===== config.mk =====
export PLATFORM = sky130hd
export DESIGN_NAME = adcch_setup_regs
export DESIGN_NICKNAME = d
export VERILOG_FILES = /design/src/logic/adcch_pkg.sv /design/src/logic/adcch_delay_mem.sv /design/src/logic/adcch_setup_regs.sv
export SDC_FILE = /design/constraint.sdc
export NUM_CORES = 1
export LEC_CHECK = 0
export ABC_AREA = 1
export CAP_MARGIN = 20
export CORE_MARGIN = 5
export CORE_UTILIZATION = 64
export DETAILED_ROUTE_END_ITERATION = 12
export DONT_BUFFER_PORTS = 1
export PLACE_DENSITY = 0.8
export SLEW_MARGIN = 10
export SYNTH_ARGS = -nofsm -noshare
export SYNTH_HDL_FRONTEND = slang
export SYNTH_SLANG_ARGS = --single-unit

===== constraint.sdc =====
create_clock -name REF_CLK -period 3.5 [get_ports REF_CLK]
set_input_delay 0.35 -clock REF_CLK [delete_from_list [all_inputs] [get_ports REF_CLK]]
set_output_delay 0.35 -clock REF_CLK [all_outputs]
set_load 0.05 [all_outputs]

===== src/logic/adcch_pkg.sv =====
/*
  Shared constants and carrier types of the channel setup register bank.
  Assumes one clock domain; all control port signals are on that clock.
*/
`default_nettype none
package adcch_pkg;
  // Register page and byte addresses on that page.
  localparam logic [7:0] ADCCH_PAGE = 8'h00;
  localparam logic [7:0] ADCCH_OFF_VOLUME = 8'h48;
  localparam logic [7:0] ADCCH_OFF_TRIM = 8'h49;
  localparam logic [7:0] ADCCH_OFF_PHASE = 8'h4A;
  localparam logic [7:0] ADCCH_OFF_INSETUP = 8'h4B;
  localparam logic [7:0] ADCCH_OFF_AGAIN = 8'h4C;
  // Reset values.
  localparam logic [7:0] ADCCH_RST_VOLUME = 8'hC9;
  localparam logic [7:0] ADCCH_RST_TRIM = 8'h80;
  localparam logic [7:0] ADCCH_RST_PHASE = 8'h00;
  localparam logic [7:0] ADCCH_RST_INSETUP = 8'h00;
  localparam logic [7:0] ADCCH_RST_AGAIN = 8'h00;
  // Writable bits; the rest are reserved and stay zero.
  localparam logic [7:0] ADCCH_MASK_TRIM = 8'hF0;
  localparam logic [7:0] ADCCH_MASK_INSETUP = 8'hFD;
  localparam logic [7:0] ADCCH_MASK_AGAIN = 8'hFC;
  // Field positions.
  localparam int ADCCH_TRIM_LSB = 4;
  localparam int ADCCH_KIND_BIT = 7;
  localparam int ADCCH_SRC_LSB = 5;
  localparam int ADCCH_DC_BIT = 4;
  localparam int ADCCH_IMP_LSB = 2;
  localparam int ADCCH_BOOST_BIT = 0;
  localparam int ADCCH_AGAIN_LSB = 2;
  // Code points.
  localparam logic [7:0] ADCCH_VOL_MUTE = 8'h00;
  localparam logic signed [8:0] ADCCH_VOL_UNITY = 9'sh0C9;
  localparam logic signed [4:0] ADCCH_TRIM_UNITY = 5'sh08;
  localparam logic [1:0] ADCCH_IMP_RSVD = 2'h3;
  localparam logic [5:0] ADCCH_AGAIN_MAX = 6'h2A;

  typedef enum logic [1:0] {
    ADCCH_SRC_DIFF = 2'h0,
    ADCCH_SRC_SINGLE = 2'h1,
    ADCCH_SRC_PDM = 2'h2,
    ADCCH_SRC_RSVD = 2'h3
  } adcch_src_e;

  typedef struct packed {
    logic mute;
    logic signed [8:0] volume_half_db;
    logic [7:0] third_channel_volume_code;
    logic [3:0] third_channel_gain_trim;
    logic signed [4:0] trim_tenth_db;
    logic [7:0] third_channel_phase_delay;
  } adcch_ch3_s;

  typedef struct packed {
    logic fourth_channel_input_kind;
    adcch_src_e fourth_channel_source_select;
    logic source_reserved;
    logic fourth_channel_coupling_select;
    logic [1:0] fourth_channel_impedance_select;
    logic impedance_reserved;
    logic fourth_channel_range_boost_enable;
    logic dynamic_range_enhancer;
    logic automatic_gain_control;
    logic [5:0] fourth_channel_analog_gain;
    logic gain_reserved;
  } adcch_ch4_s;
endpackage : adcch_pkg
`default_nettype wire


===== src/logic/adcch_delay_mem.sv =====
/*
  Phase delay line: a circular sample memory with a registered read port.
  Assumes tick marks one modulator clock cycle on the same clock.
*/
`timescale 1ns/1ps
`default_nettype none
module adcch_delay_mem #(
  parameter int WIDTH = 1,
  parameter int ABITS = 8
) (
  // Clock and reset.
  input wire logic clk,
  input wire logic rst,
  // Sample stream.
  input wire logic tick,
  input wire logic [ABITS-1:0] delay,
  input wire logic [WIDTH-1:0] din,
  output logic [WIDTH-1:0] dout,
  output logic dout_valid
);
  logic [WIDTH-1:0] mem [0:(1<<ABITS)-1];
  logic [ABITS-1:0] wptr_q, wptr_d;
  logic [WIDTH-1:0] dout_q, dout_d;
  logic valid_q, valid_d;
  logic [ABITS-1:0] raddr;

  assign raddr = wptr_q - delay;

  always_comb begin
    wptr_d = wptr_q;
    dout_d = dout_q;
    valid_d = tick;
    if (tick) begin
      wptr_d = wptr_q + 1'b1;
      // A zero delay bypasses the memory, whose slot is being written now.
      dout_d = (delay == '0) ? din : mem[raddr]; // RQ5
    end
  end

  always_ff @(posedge clk) begin
    if (tick) begin
      mem[wptr_q] <= din;
    end
  end

  always_ff @(posedge clk or posedge rst) begin
    if (rst) begin
      wptr_q <= '0;
      dout_q <= '0;
      valid_q <= 1'b0;
    end else begin
      wptr_q <= wptr_d;
      dout_q <= dout_d;
      valid_q <= valid_d;
    end
  end

  assign dout = dout_q;
  assign dout_valid = valid_q;
endmodule : adcch_delay_mem
`default_nettype wire


===== src/logic/adcch_setup_regs.sv =====
/*
  Channel setup register bank: channel 3 volume, trim and phase delay,
  channel 4 input setup and analog gain, with a phase delay line.
  Assumes the control port and the range boost mode bit are on REF_CLK.
*/
// Functional notes
// RQ1 - Volume zero mutes; codes step half dB
// RQ2 - Volume resets to unity code C9
// RQ3 - Gain trim steps tenth dB, 8 unity
// RQ4 - Gain trim field resets to eight
// RQ5 - Phase value delays N modulator cycles
// RQ6 - Bit seven picks microphone or line
// RQ7 - Source field picks differential, single, PDM
// RQ8 - Software frees shared pins for analog
// RQ9 - Software routes shared pins for PDM
// RQ10 - Bit four coupling, analog sources only
// RQ11 - Impedance field selects input impedance
// RQ12 - Bit zero enables enhancer or gain control
// RQ13 - Registers live on page zero
// RQ14 - Analog gain zero to 42 dB
// RQ15 - Reserved bits read zero, ignore writes
`timescale 1ns/1ps
`default_nettype none
module adcch_setup_regs
  import adcch_pkg::*;
#(
  parameter int SAMPLE_WIDTH = 1,
  parameter int DELAY_BITS = 8
) (
  // Clock and reset.
  input wire logic REF_CLK,
  input wire logic RESET,
  // Control port.
  input wire logic [7:0] CTRL_PAGE,
  input wire logic [7:0] CTRL_ADDR,
  input wire logic [7:0] CTRL_WDATA,
  input wire logic CTRL_WR,
  input wire logic CTRL_RD,
  output logic [7:0] CTRL_RDATA,
  output logic CTRL_RVALID,
  // Mode bit from the range boost mode register.
  input wire logic RANGE_BOOST_MODE_SEL,
  // Channel 3 sample stream.
  input wire logic MOD_TICK,
  input wire logic [SAMPLE_WIDTH-1:0] CH3_SAMPLE_IN,
  output logic [SAMPLE_WIDTH-1:0] CH3_SAMPLE_OUT,
  output logic CH3_SAMPLE_VALID,
  // Decoded settings.
  output adcch_ch3_s CH3_SETTINGS,
  output adcch_ch4_s CH4_SETTINGS
);
  logic [7:0] vol_q, vol_d;
  logic [7:0] trim_q, trim_d;
  logic [7:0] phase_q, phase_d;
  logic [7:0] insetup_q, insetup_d;
  logic [7:0] again_q, again_d;
  logic [7:0] rdata_q, rdata_d;
  logic rvalid_q, rvalid_d;
  adcch_ch3_s ch3_q, ch3_d;
  adcch_ch4_s ch4_q, ch4_d;
  logic on_page;
  logic is_analog;
  adcch_src_e src;

  // Writes to any other page are ignored; reads there still answer, with zero.
  assign on_page = (CTRL_PAGE == ADCCH_PAGE); // RQ13

  // Register writes; only writable bits are kept.
  always_comb begin
    vol_d = vol_q;
    trim_d = trim_q;
    phase_d = phase_q;
    insetup_d = insetup_q;
    again_d = again_q;
    if (CTRL_WR && on_page) begin
      unique case (CTRL_ADDR)
        ADCCH_OFF_VOLUME: vol_d = CTRL_WDATA;
        ADCCH_OFF_TRIM: trim_d = CTRL_WDATA & ADCCH_MASK_TRIM; // RQ15
        ADCCH_OFF_PHASE: phase_d = CTRL_WDATA;
        ADCCH_OFF_INSETUP: insetup_d = CTRL_WDATA & ADCCH_MASK_INSETUP; // RQ15
        ADCCH_OFF_AGAIN: again_d = CTRL_WDATA & ADCCH_MASK_AGAIN; // RQ15
        default: ;
      endcase
    end
  end

  always_ff @(posedge REF_CLK or posedge RESET) begin
    if (RESET) begin
      vol_q <= ADCCH_RST_VOLUME; // RQ2
      trim_q <= ADCCH_RST_TRIM; // RQ4
      phase_q <= ADCCH_RST_PHASE; // RQ5
      insetup_q <= ADCCH_RST_INSETUP;
      again_q <= ADCCH_RST_AGAIN;
    end else begin
      vol_q <= vol_d;
      trim_q <= trim_d;
      phase_q <= phase_d;
      insetup_q <= insetup_d;
      again_q <= again_d;
    end
  end

  // Read port; unmapped addresses and other pages read zero.
  always_comb begin
    rvalid_d = CTRL_RD;
    rdata_d = rdata_q;
    if (CTRL_RD) begin
      rdata_d = 8'h00;
      if (on_page) begin
        unique case (CTRL_ADDR)
          ADCCH_OFF_VOLUME: rdata_d = vol_q;
          ADCCH_OFF_TRIM: rdata_d = trim_q;
          ADCCH_OFF_PHASE: rdata_d = phase_q;
          ADCCH_OFF_INSETUP: rdata_d = insetup_q;
          ADCCH_OFF_AGAIN: rdata_d = again_q;
          default: ;
        endcase
      end
    end
  end

  always_ff @(posedge REF_CLK or posedge RESET) begin
    if (RESET) begin
      rdata_q <= 8'h00;
      rvalid_q <= 1'b0;
    end else begin
      rdata_q <= rdata_d;
      rvalid_q <= rvalid_d;
    end
  end

  assign CTRL_RDATA = rdata_q;
  assign CTRL_RVALID = rvalid_q;

  // Settings decode. Registered so that the outputs are glitch free.
  assign src = adcch_src_e'(insetup_q[ADCCH_SRC_LSB +: 2]);
  assign is_analog = (src == ADCCH_SRC_DIFF) || (src == ADCCH_SRC_SINGLE);

  always_comb begin
    ch3_d.third_channel_volume_code = vol_q;
    ch3_d.mute = (vol_q == ADCCH_VOL_MUTE); // RQ1
    ch3_d.volume_half_db = $signed({1'b0, vol_q}) - ADCCH_VOL_UNITY; // RQ1
    ch3_d.third_channel_gain_trim = trim_q[ADCCH_TRIM_LSB +: 4];
    ch3_d.trim_tenth_db = $signed({1'b0, trim_q[ADCCH_TRIM_LSB +: 4]})
                          - ADCCH_TRIM_UNITY; // RQ3
    ch3_d.third_channel_phase_delay = phase_q;
    ch4_d.fourth_channel_input_kind = insetup_q[ADCCH_KIND_BIT]; // RQ6
    ch4_d.fourth_channel_source_select = src; // RQ7
    ch4_d.source_reserved = (src == ADCCH_SRC_RSVD); // RQ7
    // Coupling means nothing for a digital stream, so it is forced to AC there.
    ch4_d.fourth_channel_coupling_select = insetup_q[ADCCH_DC_BIT] && is_analog; // RQ10
    ch4_d.fourth_channel_impedance_select = insetup_q[ADCCH_IMP_LSB +: 2]; // RQ11
    ch4_d.impedance_reserved = (insetup_q[ADCCH_IMP_LSB +: 2] == ADCCH_IMP_RSVD); // RQ11
    ch4_d.fourth_channel_range_boost_enable = insetup_q[ADCCH_BOOST_BIT];
    ch4_d.dynamic_range_enhancer = insetup_q[ADCCH_BOOST_BIT] && !RANGE_BOOST_MODE_SEL; // RQ12
    ch4_d.automatic_gain_control = insetup_q[ADCCH_BOOST_BIT] && RANGE_BOOST_MODE_SEL; // RQ12
    // Reserved gain codes are clamped to the top legal step and flagged.
    ch4_d.gain_reserved = (again_q[ADCCH_AGAIN_LSB +: 6] > ADCCH_AGAIN_MAX); // RQ14
    ch4_d.fourth_channel_analog_gain = ch4_d.gain_reserved ? ADCCH_AGAIN_MAX
                                       : again_q[ADCCH_AGAIN_LSB +: 6]; // RQ14
  end

  always_ff @(posedge REF_CLK or posedge RESET) begin
    if (RESET) begin
      ch3_q <= '0;
      ch4_q <= '0;
    end else begin
      ch3_q <= ch3_d;
      ch4_q <= ch4_d;
    end
  end

  assign CH3_SETTINGS = ch3_q;
  assign CH4_SETTINGS = ch4_q;

  // Phase delay in modulator cycles.
  adcch_delay_mem #(
    .WIDTH(SAMPLE_WIDTH),
    .ABITS(DELAY_BITS)
  ) u_delay (
    .clk(REF_CLK),
    .rst(RESET),
    .tick(MOD_TICK),
    .delay(phase_q[DELAY_BITS-1:0]), // RQ5
    .din(CH3_SAMPLE_IN),
    .dout(CH3_SAMPLE_OUT),
    .dout_valid(CH3_SAMPLE_VALID)
  );
endmodule : adcch_setup_regs
`default_nettype wire


==> report_table.html <==
<table>
<tr><th>Metric</th><th>Value</th></tr>
<tr><th colspan="2">Die</th></tr>
<tr><td>Die outline width</td><td>171 um</td></tr>
<tr><td>Initial standard-cell utilization of the core</td><td>64.5%</td></tr>
<tr><td>Number of primary I/O pins</td><td>95</td></tr>
<tr><td>Number of placement rows</td><td>59</td></tr>
<tr><td>Core Box Area</td><td>25800 um^2</td></tr>
<tr><td>Die Height</td><td>171 um</td></tr>
<tr><td>Area enclosed by the die boundary</td><td>29400 um^2</td></tr>
<tr><th colspan="2">STA</th></tr>
<tr><td>Final-layout worst hold slack</td><td>0.0145 ns</td></tr>
<tr><td>Setup repair after global routing missed its margin</td><td>false</td></tr>
<tr><td>Fmax achieved</td><td>310 MHz</td></tr>
<tr><td>Count of pins over their slew limit</td><td>0</td></tr>
<tr><td>Final worst path period share</td><td>92.1%</td></tr>
<tr><td>Sum Neg Setup Slack</td><td>0 ns</td></tr>
<tr><td>Slew of the pin with the lowest slew margin</td><td>0.920 ns</td></tr>
<tr><td>Relative slew slack</td><td>38.5%</td></tr>
<tr><td>Hold violation total from the final report</td><td>0</td></tr>
<tr><td>Min Clock Period, post-route</td><td>3.22 ns</td></tr>
<tr><td>Number of failing setup endpoints in the final timing report</td><td>0</td></tr>
<tr><td>Worst Skew</td><td>0.0241 ns</td></tr>
<tr><th colspan="2">Clocking</th></tr>
<tr><td>Deepest clock path buffer count</td><td>3</td></tr>
<tr><td>Clock transition at path regs</td><td>0.06 ns</td></tr>
<tr><td>Post-cts sizing count</td><td>0</td></tr>
<tr><td>Clock insertion delay at the later pin of the skew report</td><td>0.52 ns</td></tr>
<tr><td>Buffer type at the clock tree root</td><td>sky130_fd_sc_hd__clkbuf_16</td></tr>
<tr><td>TritonCTS clock tree</td><td>built</td></tr>
<tr><td>Maximum level of the CTS H-tree</td><td>2</td></tr>
<tr><td>Number of sinks handled by clock tree synthesis</td><td>357</td></tr>
<tr><td>Post-CTS Repair Setup Buffers</td><td>0</td></tr>
<tr><td>Inserted Clock Buffers</td><td>36</td></tr>
<tr><th colspan="2">Yosys</th></tr>
<tr><td>Fraction of post-synthesis cell area in the top cell type by area</td><td>46.2%</td></tr>
<tr><td>Cell variety after synth</td><td>45</td></tr>
<tr><td>Cell accounting for the most synthesized area</td><td>sky130_fd_sc_hd__edfxtp_1</td></tr>
<tr><td>Synthesized area</td><td>16700 um^2</td></tr>
<tr><td>Net count after synthesis</td><td>1874</td></tr>
<tr><td>Sequential cell area fraction in the yosys report</td><td>61.4%</td></tr>
<tr><td>Number of instances in the synthesized netlist</td><td>1829</td></tr>
<tr><td>Synthesis Warnings</td><td>0</td></tr>
<tr><td>Prevailing post-synth register cell</td><td>sky130_fd_sc_hd__edfxtp_1</td></tr>
<tr><td>Leading post-synthesis cells by cell area</td><td>sky130_fd_sc_hd__edfxtp_1 (46%), sky130_fd_sc_hd__dfrtp_1 (14%), sky130_fd_sc_hd__nand2_1 (11%)</td></tr>
<tr><td>Post-synth EDFFs</td><td>256</td></tr>
<tr><td>Register bit total from synthesis</td><td>357</td></tr>
<tr><td>Share of flip-flops with an asynchronous set or reset after synthesis</td><td>28.3%</td></tr>
<tr><td>Avg Inst Size Synth</td><td>9.11 um^2</td></tr>
<tr><th colspan="2">Run status</th></tr>
<tr><td>Result of the run</td><td>completed</td></tr>
<tr><th colspan="2">GRT</th></tr>
<tr><td>Number of global-route vias before repair</td><td>12200</td></tr>
<tr><td>Maximum number of pins on one net before global-route repair</td><td>258</td></tr>
<tr><td>Global-route usage over all layers</td><td>28.0%</td></tr>
<tr><td>Antenna violations before repair</td><td>0</td></tr>
<tr><td>Global-route wire length before repair</td><td>64600 um</td></tr>
<tr><td>Global-route congestion overflow total</td><td>0</td></tr>
<tr><th colspan="2">Finish</th></tr>
<tr><td>Synth-to-Final Area Change</td><td>7.55%</td></tr>
<tr><td>Fill cells</td><td>1906</td></tr>
<tr><td>Layout cell share with drive strength beyond 1</td><td>5.19%</td></tr>
<tr><td>Most used cells in the layout excluding fill and tap cells</td><td>sky130_fd_sc_hd__nand2_1 (502), sky130_fd_sc_hd__nor2_1 (341), sky130_fd_sc_hd__edfxtp_1 (256)</td></tr>
<tr><td>Layout Nets</td><td>1833</td></tr>
<tr><td>Leading cell type in the layout, fill and taps excluded</td><td>sky130_fd_sc_hd__nand2_1</td></tr>
<tr><td>Antenna Diode Count</td><td>0</td></tr>
<tr><th colspan="2">Placed design</th></tr>
<tr><td>Final weighted congestion in routability-driven placement</td><td>0.857</td></tr>
<tr><td>HPWL after detailed placement</td><td>24500 um</td></tr>
<tr><td>Port-buffer cells</td><td>0</td></tr>
<tr><th colspan="2">Critical path</th></tr>
<tr><td>CP Data Arrival Time</td><td>3.68 ns</td></tr>
<tr><td>Sort of element at the end of the critical path</td><td>flip-flop</td></tr>
<tr><td>Startpoint type of the worst setup path</td><td>flip-flop</td></tr>
<tr><td>Worst setup startpoint</td><td>u_delay.wptr_q[0]</td></tr>
<tr><td>Critical Setup Path Class</td><td>reg2reg</td></tr>
<tr><td>Maximum fanout along the worst path</td><td>19</td></tr>
<tr><td>Worst path required time</td><td>3.96 ns</td></tr>
<tr><td>Worst R2R Path Depth</td><td>17</td></tr>
<tr><td>Reg-to-reg critical path startpoint</td><td>u_delay.wptr_q[0]</td></tr>
<tr><th colspan="2">Power</th></tr>
<tr><td>Areal power density over the cells</td><td>737 nW/um^2</td></tr>
<tr><td>LEAKAGE</td><td>7.44 nW</td></tr>
<tr><td>IR Drop Worst-Case VDD</td><td>0.000519 V</td></tr>
<tr><th colspan="2">Drt</th></tr>
<tr><td>Iteration-0 DRC Markers</td><td>1759</td></tr>
<tr><td>Overall via count from detail_route</td><td>12500</td></tr>
<tr><td>Routed via count divided by cell count</td><td>5.84</td></tr>
<tr><td>Drt first pass iters</td><td>7</td></tr>
<tr><td>Number of remaining DRC errors</td><td>0</td></tr>
<tr><td>WL/cell</td><td>19.3 um</td></tr>
<tr><td>Residual antenna-violating net count after detailed routing</td><td>0</td></tr>
<tr><td>Routed Wire Length</td><td>41300 um</td></tr>
<tr><th colspan="2">Worst hold path</th></tr>
<tr><td>Start point of the worst min-delay path</td><td>CTRL_WDATA[0]</td></tr>
<tr><td>WHS Path Cells</td><td>2</td></tr>
<tr><td>Type of the worst min-delay path</td><td>in2reg</td></tr>
<tr><th colspan="2">Flow run</th></tr>
<tr><td>Max Cap Viol</td><td>0</td></tr>
</table>
report_power, final:
| group | internal [W] | switching (W) | total [W] |
|---|---|---|---|
| Sequential | 0.00463 | 0.000139 | 0.00477 |
| Clock | 0.00203 | 0.00157 | 0.00360 |
| Combinational | 0.00134 | 0.00350 | 0.00484 |
| Total | 0.00801 | 0.00521 | 0.0132 |
layout make-up:
cell class	instances	area (um^2)	area share, %
sequential	357	10200	57.1
timing repair buffer	19	255	1.42
clock inverter	15	76.3	0.426
inverter	215	812	4.53
clock buffer	46	1010	5.64
tap	335	419	2.34
multi-input combinational	1159	5120	28.6
cells by family after synthesis:
| group | synth area share [%] |
|---|---|
| fa+ha+maj | 1.10 |
| xor+xnor | 1.19 |
| compound gates | 3.96 |
| flops | 61.4 |
| buf+inv | 8.05 |
| simple gates | 24.3 |
synthesized netlist by cell type (2+ instances only):
library cell               count
sky130_fd_sc_hd__nor3_2        2
sky130_fd_sc_hd__or2_2         2
sky130_fd_sc_hd__a21oi_4       2
sky130_fd_sc_hd__nand3b_1      2
sky130_fd_sc_hd__inv_2         3
sky130_fd_sc_hd__buf_4        11
sky130_fd_sc_hd__ha_1         13
sky130_fd_sc_hd__a211oi_1      4
sky130_fd_sc_hd__nand2_4       2
sky130_fd_sc_hd__xor2_1       16
sky130_fd_sc_hd__buf_6        12
sky130_fd_sc_hd__clkbuf_1     46
sky130_fd_sc_hd__nand4_1       6
sky130_fd_sc_hd__a21oi_1       3
sky130_fd_sc_hd__nand3_2       2
sky130_fd_sc_hd__buf_1         3
sky130_fd_sc_hd__buf_2        25
sky130_fd_sc_hd__nor2_1      341
sky130_fd_sc_hd__o21ai_0      69
sky130_fd_sc_hd__nor4_1        4
sky130_fd_sc_hd__a21o_1        2
sky130_fd_sc_hd__nand2_2       4
sky130_fd_sc_hd__o22ai_1       5
sky130_fd_sc_hd__edfxtp_1    256
sky130_fd_sc_hd__dfrtp_1      96
sky130_fd_sc_hd__o211ai_1      2
sky130_fd_sc_hd__xnor2_1       3
sky130_fd_sc_hd__nand2_1     502
sky130_fd_sc_hd__inv_1       210
sky130_fd_sc_hd__o21ai_1      18
sky130_fd_sc_hd__nand3_1     140
sky130_fd_sc_hd__a22o_1        6
sky130_fd_sc_hd__dfstp_2       5
worst max-delay path: stages, from the launching register on:
cell and delay (ns):
sky130_fd_sc_hd__dfrtp_1 0.44, sky130_fd_sc_hd__inv_1 0.22, sky130_fd_sc_hd__ha_1 0.22, sky130_fd_sc_hd__fa_2 0.49, sky130_fd_sc_hd__inv_2 0.41, sky130_fd_sc_hd__buf_4 0.31, sky130_fd_sc_hd__nand3_1 0.09, sky130_fd_sc_hd__nand2_1 0.07
sky130_fd_sc_hd__nand2_1 0.05, sky130_fd_sc_hd__nand2_1 0.08, sky130_fd_sc_hd__nand2_1 0.05, sky130_fd_sc_hd__nand3_1 0.14, sky130_fd_sc_hd__nand3_1 0.19, sky130_fd_sc_hd__nand3_1 0.13, sky130_fd_sc_hd__nand3_1 0.09, sky130_fd_sc_hd__nand3_2 0.06
sky130_fd_sc_hd__nand2_1 0.05, sky130_fd_sc_hd__nand2_1 0.05
flip-flops by register name, indices dropped and copies added (netlist names), 4 cells and up:
name,flops
CH3_SETTINGS,31
CH4_SETTINGS,18
CTRL_RDATA,8
again_q,6
insetup_q,7
phase_q,8
trim_q,4
u_delay.mem,256
u_delay.wptr_q,8
vol_q,8
path summary, 6_finish.rpt:
| path | to | slack, ns |
|---|---|---|
| max | u_delay.dout | 0.28 |
| min | vol_q[0] | 0.01 |
| max reg2reg | u_delay.dout | 0.28 |
| min reg2reg | CH3_SETTINGS[4] | 0.39 |
| max in group asynchronous | u_delay.dout | 2.09 |
| min in group asynchronous | insetup_q[2] | 0.53 |
stage by stage:
| step | instance area (um^2) | total power, W | setup WS [ns] | util (%) | std cells |
|---|---|---|---|---|---|
| 6_report | 17900 | 0.0132 | 0.278 | 69.3 | 2146 |
| 5_1_grt | 17900 | 0.0139 | 0.110 | 69.3 | 2146 |
| 4_1_cts | 17900 | 0.0131 | 0.379 | 69.1 | 2144 |
| 3_5_place_dp | 16700 | 0.00949 | 0.397 | 64.8 | 2079 |
| 3_3_place_gp | 16700 | 0.00940 | 0.487 | 64.8 | 2079 |
| 2_1_floorplan | 16700 | 0.00828 | 0.511 | - | 1829 |
metal layers:
layer	up-vias	wire, um	track usage (%)
met4	0	1480	10.1
met3	126	4130	4.87
met2	723	20200	48.0
met1	5972	15500	36.3
li1	5713	-	-
met5	-	0	0
timing repair:
| item | CTS | global route |
|---|---|---|
| endpoints found under the hold margin | 334 | 184 |
| endpoints found under the setup margin | 0 | 0 |
| hold buffers | 4 | 2 |
Note: power is estimated with default switching activity, not from simulation.
